File: config.mk
export PLATFORM = sky130hd
export DESIGN_NAME = pd_converter_protection_supervisor
export DESIGN_NICKNAME = d
export VERILOG_FILES = /design/src/inc/pd_supervisor_pkg.sv /design/src/verilog/pd_converter_protection_supervisor.sv
export SDC_FILE = /design/constraint.sdc
export NUM_CORES = 1
export LEC_CHECK = 0
export ABC_AREA = 1
export BUFFER_PORTS_ARGS = -buffer_cell sky130_fd_sc_hd__clkbuf_2
export CAP_MARGIN = 40
export CELL_PAD_IN_SITES_DETAIL_PLACEMENT = 1
export CELL_PAD_IN_SITES_GLOBAL_PLACEMENT = 2
export CORE_ASPECT_RATIO = 0.7
export CORE_MARGIN = 5
export CORE_UTILIZATION = 35
export CTS_CLUSTER_DIAMETER = 100
export DETAILED_ROUTE_END_ITERATION = 12
export GPL_ROUTABILITY_DRIVEN = 0
export GPL_TIMING_DRIVEN = 0
export PLACE_DENSITY = 0.87
export SYNTH_ARGS = -nofsm -noshare
export SYNTH_HDL_FRONTEND = slang
export SYNTH_SLANG_ARGS = --single-unit
File: constraint.sdc
create_clock -name pclk -period 6.8 [get_ports pclk]
set_input_delay 0.68 -clock pclk [delete_from_list [all_inputs] [get_ports pclk]]
set_output_delay 0.68 -clock pclk [all_outputs]
set_load 0.05 [all_outputs]
File: src/inc/pd_supervisor_pkg.sv
/*
  Constants, register map and carriers of the converter protection
  supervisor. Assumes one 40 MHz clock and a 32-bit APB master.
*/
// Behaviour
// - Bus overvoltage high starts debounce; fault at its end stops PWM
// - 8-bit bus overvoltage trip code, 100mV steps from 3.3V, to comparator
// - Firmware picks bus overvoltage debounce length from a set of options
// - Output undervoltage high starts its own selectable debounce count
// - Output undervoltage debounce end raises fault and stops PWM
// - 8-bit output undervoltage trip code, 100mV steps from 3V
// - MCU held inactive until main bias and core supply lockouts both clear
// - PWM locked out while any lockout, gate driver bias included, is high
// - Fixed-frequency PWM above skip threshold, pulse skipping below it
// - Diode emulation turns low-side switch off on low-side zero current
// - Diode emulation ends high-side switch conduction on its zero current
// - Both bleeders on for firmware bleed request or connector detach
// - Target raised gradually by output current times cable resistance
// - Constant-voltage target programmed at 9.93mV per code step
// - Low alert pin triggers emergency handling; open-drain or push-pull
// - Three pull-up levels, switchable pull-down, connector power switches
// - Thermistor pins: open-drain or push-pull GPIO, analog or overtemp
package pd_supervisor_pkg;
  localparam int CLK_PERIOD_NS = 25;
  localparam int DEB0_NS = 1000;
  localparam int DEB1_NS = 4000;
  localparam int DEB2_NS = 16000;
  localparam int DEB3_NS = 64000;
  localparam int CDC_STEP_NS = 1000;
  localparam logic [11:0] DEB0_CYC =
    12'((DEB0_NS + CLK_PERIOD_NS - 1) / CLK_PERIOD_NS);
  localparam logic [11:0] DEB1_CYC =
    12'((DEB1_NS + CLK_PERIOD_NS - 1) / CLK_PERIOD_NS);
  localparam logic [11:0] DEB2_CYC =
    12'((DEB2_NS + CLK_PERIOD_NS - 1) / CLK_PERIOD_NS);
  localparam logic [11:0] DEB3_CYC =
    12'((DEB3_NS + CLK_PERIOD_NS - 1) / CLK_PERIOD_NS);
  localparam logic [5:0] CDC_STEP_CYC =
    6'((CDC_STEP_NS + CLK_PERIOD_NS - 1) / CLK_PERIOD_NS);
  localparam int CDC_SHIFT = 6;
  // Register byte offsets
  localparam logic [7:0] OFS_CTRL = 8'h00;
  localparam logic [7:0] OFS_OVP = 8'h04;
  localparam logic [7:0] OFS_UVP = 8'h08;
  localparam logic [7:0] OFS_CV = 8'h0c;
  localparam logic [7:0] OFS_CC = 8'h10;
  localparam logic [7:0] OFS_THERM = 8'h14;
  localparam logic [7:0] OFS_STATUS = 8'h18;
  localparam logic [7:0] OFS_IRQ_STAT = 8'h1c;
  localparam logic [7:0] OFS_IRQ_CLR = 8'h20;
  localparam logic [7:0] OFS_IRQ_EN = 8'h24;
  // Control register fields
  localparam int CT_PWM_EN = 0;
  localparam int CT_FORCE_CCM = 1;
  localparam int CT_DEM_EN = 2;
  localparam int CT_BLEED = 3;
  localparam int CT_ALERT_PP = 4;
  localparam int CT_ALERT_DRV = 5;
  localparam int CT_ALERT_STOP = 6;
  localparam int CT_CDC_EN = 7;
  localparam int CT_FAULT_CLR = 8;
  localparam logic [7:0] CTRL_RST = 8'h04;
  localparam logic [9:0] OVP_RST = 10'h0ff;
  localparam logic [9:0] UVP_RST = 10'h000;
  localparam logic [11:0] CV_RST = 12'h000;
  // Synchroniser starts locked out, with pins at their pulled-up level
  localparam logic [11:0] SENSE_RST = 12'h38e;
  // Interrupt bits
  localparam int IRQ_OVP = 0;
  localparam int IRQ_UVP = 1;
  localparam int IRQ_ALERT = 2;
  localparam int IRQ_OT = 3;
  localparam int IRQ_W = 4;
  // Thermistor pin modes
  localparam logic [1:0] TM_OD = 2'h0;
  localparam logic [1:0] TM_PP = 2'h1;
  localparam logic [1:0] TM_ANALOG = 2'h2;
  localparam logic [1:0] TM_OT = 2'h3;

  typedef enum logic [3:0] {
    ST_LOCKOUT = 4'h1,
    ST_IDLE = 4'h2,
    ST_RUN = 4'h4,
    ST_FAULT = 4'h8
  } conv_state_e;

  typedef struct packed {
    logic ovp_cmp;
    logic uvp_cmp;
    logic vdd_lock;
    logic core_lock;
    logic gate_lock;
    logic comp_above;
    logic ls_zero;
    logic hs_zero;
    logic alert_pin;
    logic [1:0] therm_pin;
    logic detached;
  } sense_s;
endpackage : pd_supervisor_pkg

File: src/verilog/pd_converter_protection_supervisor.sv
/*
  Protection, lockout and mode supervisor of the buck-boost converter,
  with its APB register file. Comparator and pin inputs are asynchronous;
  the output current code comes from logic on pclk.
*/
`timescale 1ns/1ps
module pd_converter_protection_supervisor
  import pd_supervisor_pkg::*;
(
  input wire logic pclk,
  input wire logic presetn,
  input wire logic psel,
  input wire logic penable,
  input wire logic pwrite,
  input wire logic [7:0] paddr,
  input wire logic [31:0] pwdata,
  output logic [31:0] prdata,
  output logic pready,
  output logic pslverr,
  input wire sense_s sense_in,
  input wire logic [9:0] iout_code,
  output logic mcu_run,
  output logic pwm_run,
  output logic pulse_skip_operation,
  output logic low_side_off,
  output logic high_side_off,
  output logic [1:0] output_bleeder_pin,
  output logic [7:0] ovp_trip_code,
  output logic [7:0] uvp_trip_code,
  output logic [11:0] cv_target_code,
  output logic [1:0] cc_pullup_sel,
  output logic cc_pulldown_en,
  output logic [1:0] vconn_en,
  output logic alert_out,
  output logic alert_oe,
  output logic [1:0] therm_out,
  output logic [1:0] therm_oe,
  output logic [1:0] therm_analog_en,
  output logic irq
);

  // ==========================================================
  // Helpers
  function automatic logic [11:0] deb_len(input logic [1:0] sel);
    case (sel)
      2'h0: deb_len = DEB0_CYC;
      2'h1: deb_len = DEB1_CYC;
      2'h2: deb_len = DEB2_CYC;
      default: deb_len = DEB3_CYC;
    endcase
  endfunction : deb_len

  // ==========================================================
  // Input synchroniser
  sense_s sense_m;
  sense_s s;
  always_ff @(posedge pclk or negedge presetn) begin
    if (!presetn) begin
      sense_m <= SENSE_RST;
      s <= SENSE_RST;
    end else begin
      sense_m <= sense_in;
      s <= sense_m;
    end
  end

  // ==========================================================
  // Registers
  logic [7:0] ctrl;
  logic [9:0] ovp_cfg;
  logic [9:0] uvp_cfg;
  logic [11:0] cv_cfg;
  logic [7:0] rcable;
  logic [4:0] cc_cfg;
  logic [5:0] therm_cfg;
  logic [IRQ_W-1:0] irq_stat;
  logic [IRQ_W-1:0] irq_en;
  logic ovp_fault;
  logic uvp_fault;
  conv_state_e state;
  conv_state_e next_state;

  wire logic acc = psel & penable;
  wire logic wr = acc & pwrite & pready;
  wire logic wr_ctrl = wr & (paddr == OFS_CTRL);
  wire logic wr_ovp = wr & (paddr == OFS_OVP);
  wire logic wr_uvp = wr & (paddr == OFS_UVP);
  wire logic wr_cv = wr & (paddr == OFS_CV);
  wire logic wr_cc = wr & (paddr == OFS_CC);
  wire logic wr_therm = wr & (paddr == OFS_THERM);
  wire logic wr_iclr = wr & (paddr == OFS_IRQ_CLR);
  wire logic wr_ien = wr & (paddr == OFS_IRQ_EN);
  wire logic fault_clr = wr_ctrl & pwdata[CT_FAULT_CLR];
  wire logic any_fault = ovp_fault | uvp_fault;
  wire logic mapped = (paddr[1:0] == 2'h0) && (paddr <= OFS_IRQ_EN);

  // Fault clears the enable so restart needs an explicit write
  wire logic [7:0] next_ctrl = wr_ctrl ? pwdata[7:0] : ctrl;
  always_ff @(posedge pclk or negedge presetn) begin
    if (!presetn) begin
      ctrl <= CTRL_RST;
      ovp_cfg <= OVP_RST;
      uvp_cfg <= UVP_RST;
      cv_cfg <= CV_RST;
      rcable <= '0;
      cc_cfg <= '0;
      therm_cfg <= '0;
      irq_en <= '0;
    end else begin
      ctrl <= next_ctrl;
      if (state == ST_FAULT && !wr_ctrl) ctrl[CT_PWM_EN] <= 1'b0;
      if (wr_ovp) ovp_cfg <= pwdata[9:0];
      if (wr_uvp) uvp_cfg <= pwdata[9:0];
      if (wr_cv) begin
        cv_cfg <= pwdata[11:0];
        rcable <= pwdata[23:16];
      end
      if (wr_cc) cc_cfg <= pwdata[4:0];
      if (wr_therm) therm_cfg <= pwdata[5:0];
      if (wr_ien) irq_en <= pwdata[IRQ_W-1:0];
    end
  end

  // ==========================================================
  // Debounce and fault latches
  logic [11:0] ovp_cnt;
  logic [11:0] uvp_cnt;
  wire logic [11:0] ovp_len = deb_len(ovp_cfg[9:8]);
  wire logic [11:0] uvp_len = deb_len(uvp_cfg[9:8]);
  wire logic ovp_trip = s.ovp_cmp && (ovp_cnt == ovp_len - 12'h001);
  wire logic uvp_trip = s.uvp_cmp && (uvp_cnt == uvp_len - 12'h001);

  always_ff @(posedge pclk or negedge presetn) begin
    if (!presetn) begin
      ovp_cnt <= '0;
      uvp_cnt <= '0;
    end else begin
      if (!s.ovp_cmp) ovp_cnt <= '0;
      else if (!ovp_trip) ovp_cnt <= ovp_cnt + 12'h001;
      if (!s.uvp_cmp) uvp_cnt <= '0;
      else if (!uvp_trip) uvp_cnt <= uvp_cnt + 12'h001;
    end
  end

  // Trip wins over a clear in the same cycle
  always_ff @(posedge pclk or negedge presetn) begin
    if (!presetn) begin
      ovp_fault <= 1'b0;
      uvp_fault <= 1'b0;
    end else begin
      ovp_fault <= ovp_trip | (ovp_fault & ~fault_clr);
      uvp_fault <= uvp_trip | (uvp_fault & ~fault_clr);
    end
  end

  // ==========================================================
  // Converter state
  wire logic pwm_lock = s.vdd_lock | s.core_lock | s.gate_lock;
  wire logic alert_low = ~s.alert_pin & ~alert_oe;
  wire logic alert_kill = alert_low & ctrl[CT_ALERT_STOP];

  always_comb begin
    next_state = state;
    case (state)
      ST_LOCKOUT: if (!pwm_lock) next_state = ST_IDLE;
      ST_IDLE: if (ctrl[CT_PWM_EN] && !any_fault) next_state = ST_RUN;
      ST_RUN: begin
        if (any_fault) next_state = ST_FAULT;
        else if (!ctrl[CT_PWM_EN]) next_state = ST_IDLE;
      end
      ST_FAULT: if (!any_fault) next_state = ST_IDLE;
      default: next_state = ST_LOCKOUT;
    endcase
    if (pwm_lock) next_state = ST_LOCKOUT;
  end

  always_ff @(posedge pclk or negedge presetn) begin
    if (!presetn) begin
      state <= ST_LOCKOUT;
      pwm_run <= 1'b0;
      mcu_run <= 1'b0;
    end else begin
      state <= next_state;
      pwm_run <= (next_state == ST_RUN) & ~alert_kill;
      mcu_run <= ~(s.vdd_lock | s.core_lock);
    end
  end

  // ==========================================================
  // Switching modes and bleeders
  always_ff @(posedge pclk or negedge presetn) begin
    if (!presetn) begin
      pulse_skip_operation <= 1'b0;
      low_side_off <= 1'b0;
      high_side_off <= 1'b0;
      output_bleeder_pin <= '0;
    end else begin
      pulse_skip_operation <= ~ctrl[CT_FORCE_CCM] & ~s.comp_above;
      low_side_off <= ctrl[CT_DEM_EN] & s.ls_zero;
      high_side_off <= ctrl[CT_DEM_EN] & s.hs_zero;
      output_bleeder_pin <= {2{ctrl[CT_BLEED] | s.detached}};
    end
  end

  // ==========================================================
  // Cable-drop compensation
  logic [11:0] cdc_ofs;
  logic [5:0] cdc_tick;
  wire logic [17:0] cdc_prod = iout_code * rcable;
  wire logic [11:0] cdc_goal =
    ctrl[CT_CDC_EN] ? cdc_prod[CDC_SHIFT +: 12] : 12'h000;
  wire logic cdc_step = (cdc_tick == CDC_STEP_CYC - 6'h01);
  wire logic [12:0] cv_sum = {1'b0, cv_cfg} + {1'b0, cdc_ofs};

  always_ff @(posedge pclk or negedge presetn) begin
    if (!presetn) begin
      cdc_ofs <= '0;
      cdc_tick <= '0;
      cv_target_code <= CV_RST;
    end else begin
      cdc_tick <= cdc_step ? 6'h00 : cdc_tick + 6'h01;
      if (cdc_step && cdc_ofs < cdc_goal)
        cdc_ofs <= cdc_ofs + 12'h001;
      else if (cdc_step && cdc_ofs > cdc_goal)
        cdc_ofs <= cdc_ofs - 12'h001;
      cv_target_code <= cv_sum[12] ? 12'hfff : cv_sum[11:0];
    end
  end

  // ==========================================================
  // Pins
  logic [1:0] next_tout;
  logic [1:0] next_toe;
  logic [1:0] ot_now;
  logic ot_q;
  always_comb begin
    for (int i = 0; i < 2; i++) begin
      next_tout[i] = 1'b0;
      next_toe[i] = 1'b0;
      ot_now[i] = 1'b0;
      case (therm_cfg[2*i +: 2])
        TM_OD: next_toe[i] = ~therm_cfg[4+i];
        TM_PP: begin
          next_toe[i] = 1'b1;
          next_tout[i] = therm_cfg[4+i];
        end
        TM_OT: ot_now[i] = ~s.therm_pin[i];
        default: next_toe[i] = 1'b0;
      endcase
    end
  end

  always_ff @(posedge pclk or negedge presetn) begin
    if (!presetn) begin
      therm_out <= '0;
      therm_oe <= '0;
      therm_analog_en <= '0;
      alert_out <= 1'b1;
      alert_oe <= 1'b0;
      ot_q <= 1'b0;
      ovp_trip_code <= OVP_RST[7:0];
      uvp_trip_code <= UVP_RST[7:0];
      cc_pullup_sel <= '0;
      cc_pulldown_en <= 1'b0;
      vconn_en <= '0;
    end else begin
      therm_out <= next_tout;
      therm_oe <= next_toe;
      therm_analog_en[0] <= therm_cfg[1:0] == TM_ANALOG;
      therm_analog_en[1] <= therm_cfg[3:2] == TM_ANALOG;
      alert_out <= ctrl[CT_ALERT_PP] & ~ctrl[CT_ALERT_DRV];
      alert_oe <= ctrl[CT_ALERT_PP] | ctrl[CT_ALERT_DRV];
      ot_q <= |ot_now;
      ovp_trip_code <= ovp_cfg[7:0];
      uvp_trip_code <= uvp_cfg[7:0];
      cc_pullup_sel <= cc_cfg[1:0];
      cc_pulldown_en <= cc_cfg[2];
      vconn_en <= cc_cfg[4:3];
    end
  end

  // ==========================================================
  // Interrupts
  logic alert_q;
  wire logic [IRQ_W-1:0] irq_evt =
    {(|ot_now) & ~ot_q, alert_low & ~alert_q, uvp_trip, ovp_trip};
  wire logic [IRQ_W-1:0] irq_clr = wr_iclr ? pwdata[IRQ_W-1:0] : '0;

  always_ff @(posedge pclk or negedge presetn) begin
    if (!presetn) begin
      irq_stat <= '0;
      alert_q <= 1'b0;
      irq <= 1'b0;
    end else begin
      alert_q <= alert_low;
      irq_stat <= irq_evt | (irq_stat & ~irq_clr);
      irq <= |(irq_stat & irq_en);
    end
  end

  // ==========================================================
  // APB read path, one wait state
  logic [31:0] rdata;
  always_comb begin
    rdata = '0;
    case (paddr)
      OFS_CTRL: rdata[7:0] = ctrl;
      OFS_OVP: rdata[9:0] = ovp_cfg;
      OFS_UVP: rdata[9:0] = uvp_cfg;
      OFS_CV: rdata = {8'h00, rcable, 4'h0, cv_cfg};
      OFS_CC: rdata[4:0] = cc_cfg;
      OFS_THERM: rdata[5:0] = therm_cfg;
      OFS_STATUS: rdata = {4'h0, cv_target_code, 1'b0, state,
        s.therm_pin, s.alert_pin, mcu_run, pulse_skip_operation,
        pwm_run, s.gate_lock, s.core_lock, s.vdd_lock,
        uvp_fault, ovp_fault};
      OFS_IRQ_STAT: rdata[IRQ_W-1:0] = irq_stat;
      OFS_IRQ_EN: rdata[IRQ_W-1:0] = irq_en;
      default: rdata = '0;
    endcase
  end

  always_ff @(posedge pclk or negedge presetn) begin
    if (!presetn) begin
      pready <= 1'b0;
      prdata <= '0;
      pslverr <= 1'b0;
    end else begin
      pready <= acc & ~pready;
      if (acc && !pready) begin
        prdata <= pwrite ? 32'h0000_0000 : rdata;
        pslverr <= ~mapped;
      end
    end
  end

  // ==========================================================
  // Checks
  ovp_trip_time_a: assert property (@(posedge pclk) disable iff (!presetn)
    (ovp_cfg[9:8] == 2'h0 && s.ovp_cmp && ovp_cnt == DEB0_CYC - 12'h001)
    |=> ovp_fault) else $error("bus overvoltage trip late");
  uvp_trip_time_a: assert property (@(posedge pclk) disable iff (!presetn)
    (uvp_cfg[9:8] == 2'h1 && s.uvp_cmp && uvp_cnt == DEB1_CYC - 12'h001)
    |=> uvp_fault) else $error("undervoltage trip late");
  fault_stops_pwm_a: assert property (@(posedge pclk) disable iff (!presetn)
    any_fault |=> !pwm_run) else $error("pwm runs in fault");
  fault_hold_a: assert property (@(posedge pclk) disable iff (!presetn)
    ovp_fault && !fault_clr |=> ovp_fault)
    else $error("fault lost without clear");
  lockout_pwm_a: assert property (@(posedge pclk) disable iff (!presetn)
    s.gate_lock |=> !pwm_run) else $error("pwm runs in lockout");
  mcu_lock_a: assert property (@(posedge pclk) disable iff (!presetn)
    (s.vdd_lock || s.core_lock) |=> !mcu_run)
    else $error("mcu runs in lockout");
  skip_mode_a: assert property (@(posedge pclk) disable iff (!presetn)
    !ctrl[CT_FORCE_CCM] && !s.comp_above |=> pulse_skip_operation)
    else $error("pulse skip not entered");
  low_zero_a: assert property (@(posedge pclk) disable iff (!presetn)
    ctrl[CT_DEM_EN] && s.ls_zero |=> low_side_off)
    else $error("low side not off");
  high_zero_a: assert property (@(posedge pclk) disable iff (!presetn)
    ctrl[CT_DEM_EN] && s.hs_zero |=> high_side_off)
    else $error("high side not off");
  bleed_on_a: assert property (@(posedge pclk) disable iff (!presetn)
    s.detached |=> output_bleeder_pin == 2'h3)
    else $error("bleeders off after detach");
  cdc_ramp_a: assert property (@(posedge pclk) disable iff (!presetn)
    !cdc_step |=> cdc_ofs == $past(cdc_ofs))
    else $error("offset jumped between steps");

endmodule : pd_converter_protection_supervisor
==> impl_results.md <==
* Hold buffers post-CTS at 0
* Tcrit/Tclk final at 94.7%
* Most frequent cells in the layout: 473 x nand2_1, 278 x inv_1, 181 x dfrtp_1
* Achievable frequency at 155 MHz
* Clk root buf: clkbuf_16
* Endpoints failing setup at 0
* Class of the worst hold path: in -> async
* Layout Skew at 0.0176 ns
* Clk_lat worst skew at 0.55 ns
* Global Route met3 Usage at 3.15%
* Top cell type by total area after synthesis: dfrtp_1
* Via density at 4.91
* Clock sinks at 218
* Port bufs at 124
* FILL cells at 4715
* Slowest CP cell: fa_1
* Max-cap violations at 0
* Effective utilization at floorplan at 35.4%
* Tmin final at 6.44 ns
* M2 GR Usage at 30.8%
* # DRC at 0
* Post-DP HPWL at 34400 microns
* Rel. slew slack at 44.2%
* Mean Syn Cell Area at 8.01 sq um
* Critical Path Stages at 32
* CTS tree: built
* Fin cells at 2398
* Dpl cells at 2351
* Total Routed Length at 43700 microns
* Asr flop ratio synth at 100%
* Multi-input logic area at 0.00686 sq mm
* Worst R2R Start: rcable[6]
* Antenna-violating nets left at 0
* Synthesis-to-layout area growth at 17.1%
* TritonRoute pass-1 iters at 6
* Worst-path maximum fanout at 7
* Kind of cell adding the most delay to the critical path: adder cells
* Largest net degree at the start of global routing at 109
* CP peak stage delay at 0.54 ns
* Clk slew on worst S/H paths at 0.06 ns
* Dpl cell area at 0.0149 sq mm
* Worst path arrival time at 6.87 ns
* Post-synth top flop: dfrtp_1
* Critical path required time at 7.23 ns
* Chip height at 175 microns
* First-pass GRT wire length at 69800 microns
* Synth Cell Area at 0.0136 sq mm
* Hold Fails Final Rpt at 0
* GRT Max-Usage Layer: met1
* GRT Total Usage at 20.3%
* Worst VDD drop at 0.156 mV
* Slew Limit Fails at 0
* Ports at 150
* Register area share after synthesis at 40.5%
* Nets@finish at 2039
* RSZ-0062 raised after global routing: true
* CP Class: reg -> reg
* Overflow after GRT at 0
* Initial antenna violation count at 2
* Final Util at 41.4%
* DIE AREA at 0.0429 sq mm
* Site Rows at 60
* Cell count after synthesis at 1694
* Post-synth EDFFs at 0
* Synth top area cells: dfrtp_1 34%, nand2_1 13%, inv_1 7.7%
* Core area at 0.0384 sq mm
* Reg area at 0.00550 sq mm
* Vias at 11800
* RR Endpoint: cdc_ofs[6]
* H-tree levels at 1
* R2R depth at 32
* Clock Path Buffers at 3
* Cts bufs inserted at 24
* PwrDens at 302 mW/mm^2
* Measured slew at the worst slew-check pin at 0.837 ns
* Critical path buffer and inverter count at 8
* Most common cell after layout, fill and taps aside: nand2_1
* FF+latch count, synth at 218
* Critical Path Sink Type: flop
* Status: finished, final reports clean
* Met1 Use GR at 31.3%
* Vias in the first global route at 12300
* Layout cells sized above 1 at 15.8%
* WL per Instance at 18.2 microns
* Drt initial violations at 790
* Static leakage at 0.00835 uW
* Hold slack at 0.0162 ns
* Netlist cell types at 50
* Synth top area share at 34.5%
* Chip width at 245 microns
* Setup crit start kind: flop
* Syn. warnings at 0
* Fin area at 0.0159 sq mm
* Reg2Reg Setup Slack at 0.36 ns
## cells by family (layout without fill, tap and decap cells)
logic type / Yosys count / after routing / share of synthesized area (%)
compound gates: 209 / 209 / 8.90
xor+xnor: 33 / 33 / 2.13
fa+ha+maj: 121 / 121 / 13.9
buf+inv: 333 / 503 / 9.75
flops: 218 / 218 / 40.5
other cells: 1 / 7 / 0.0276
simple gates: 779 / 780 / 24.8
## per-stage QoR
stage	setup TNS, ns	total power [uW]	setup WS, ns
3_3_place_gp	-2.67	3290	-0.442
2_1_floorplan	0	2790	0.412
5_1_grt	-0.171	5150	-0.0887
4_1_cts	0	4760	0.000652
6_report	0	4800	0.360
3_5_place_dp	-3.54	3340	-0.557
## state kept, by name, summed over array words and instances, names as in the netlist, 10 cells and up
register / count
s: 12
cdc_ofs: 12
uvp_cfg: 10
uvp_cnt: 12
cv_cfg: 12
ovp_cnt: 12
prdata: 27
cv_target_code: 12
sense_m: 12
ovp_cfg: 10
## how the worst max path moves through the flow
stage | startpoint | end | slack [ns]
floorplan | iout_code[4] | cdc_ofs[11] | 0.41
finish | rcable[6] | cdc_ofs[6] | 0.36
CTS | rcable[7] | cdc_ofs[11] | 0.0007
global placement | iout_code[2] | cdc_ofs[11] | -0.44
detailed placement | iout_code[2] | cdc_ofs[11] | -0.56
global route | rcable[6] | cdc_ofs[11] | -0.09
## synthesized netlist by cell type (all sizes together) (2+ instances only)
cell	n
o21ai	114
nand4	33
clkbuf	26
nand2	479
a22o	9
fa	49
a21boi	3
ha	72
xnor2	7
a21o	6
o21bai	6
or2	6
a32o	7
nor2	147
a21oi	50
nand3b	7
buf	25
o21a	2
dfstp	31
a31oi	6
nand3	88
dfrtp	187
o31ai	2
nor3	16
xor2	26
inv	281
## cell type report
class / instances / area share, %
Multi-Input combinational cell: 1148 / 43.1
Sequential cell: 218 / 34.6
Inverter: 282 / 6.66
Timing Repair Buffer: 132 / 4.57
Clock buffer: 29 / 4.15
Tap cell: 527 / 4.15
Buffer: 45 / 1.52
Clock inverter: 15 / 1.14
Antenna cell: 2 / 0.0315
## power by group
group / switching [uW] / internal [uW]
combinational: 1280 / 656
clock: 589 / 814
sequential: 94.8 / 1370
total: 1960 / 2840
## routing by layer
metal	wire length, microns	up-vias
met4	552	0
met5	0	-
met1	22300	5902
li1	-	5634
met2	19100	194
met3	1830	34
## repair_timing
action / CTS / global route
gates resized for setup: 6 / 20
pin swaps: 0 / 2
setup endpoints to repair: 9 / 9
cloned: 0 / 1
buffers inserted: 0 / 6
No activity file was read; power rests on OpenSTA's default activity.
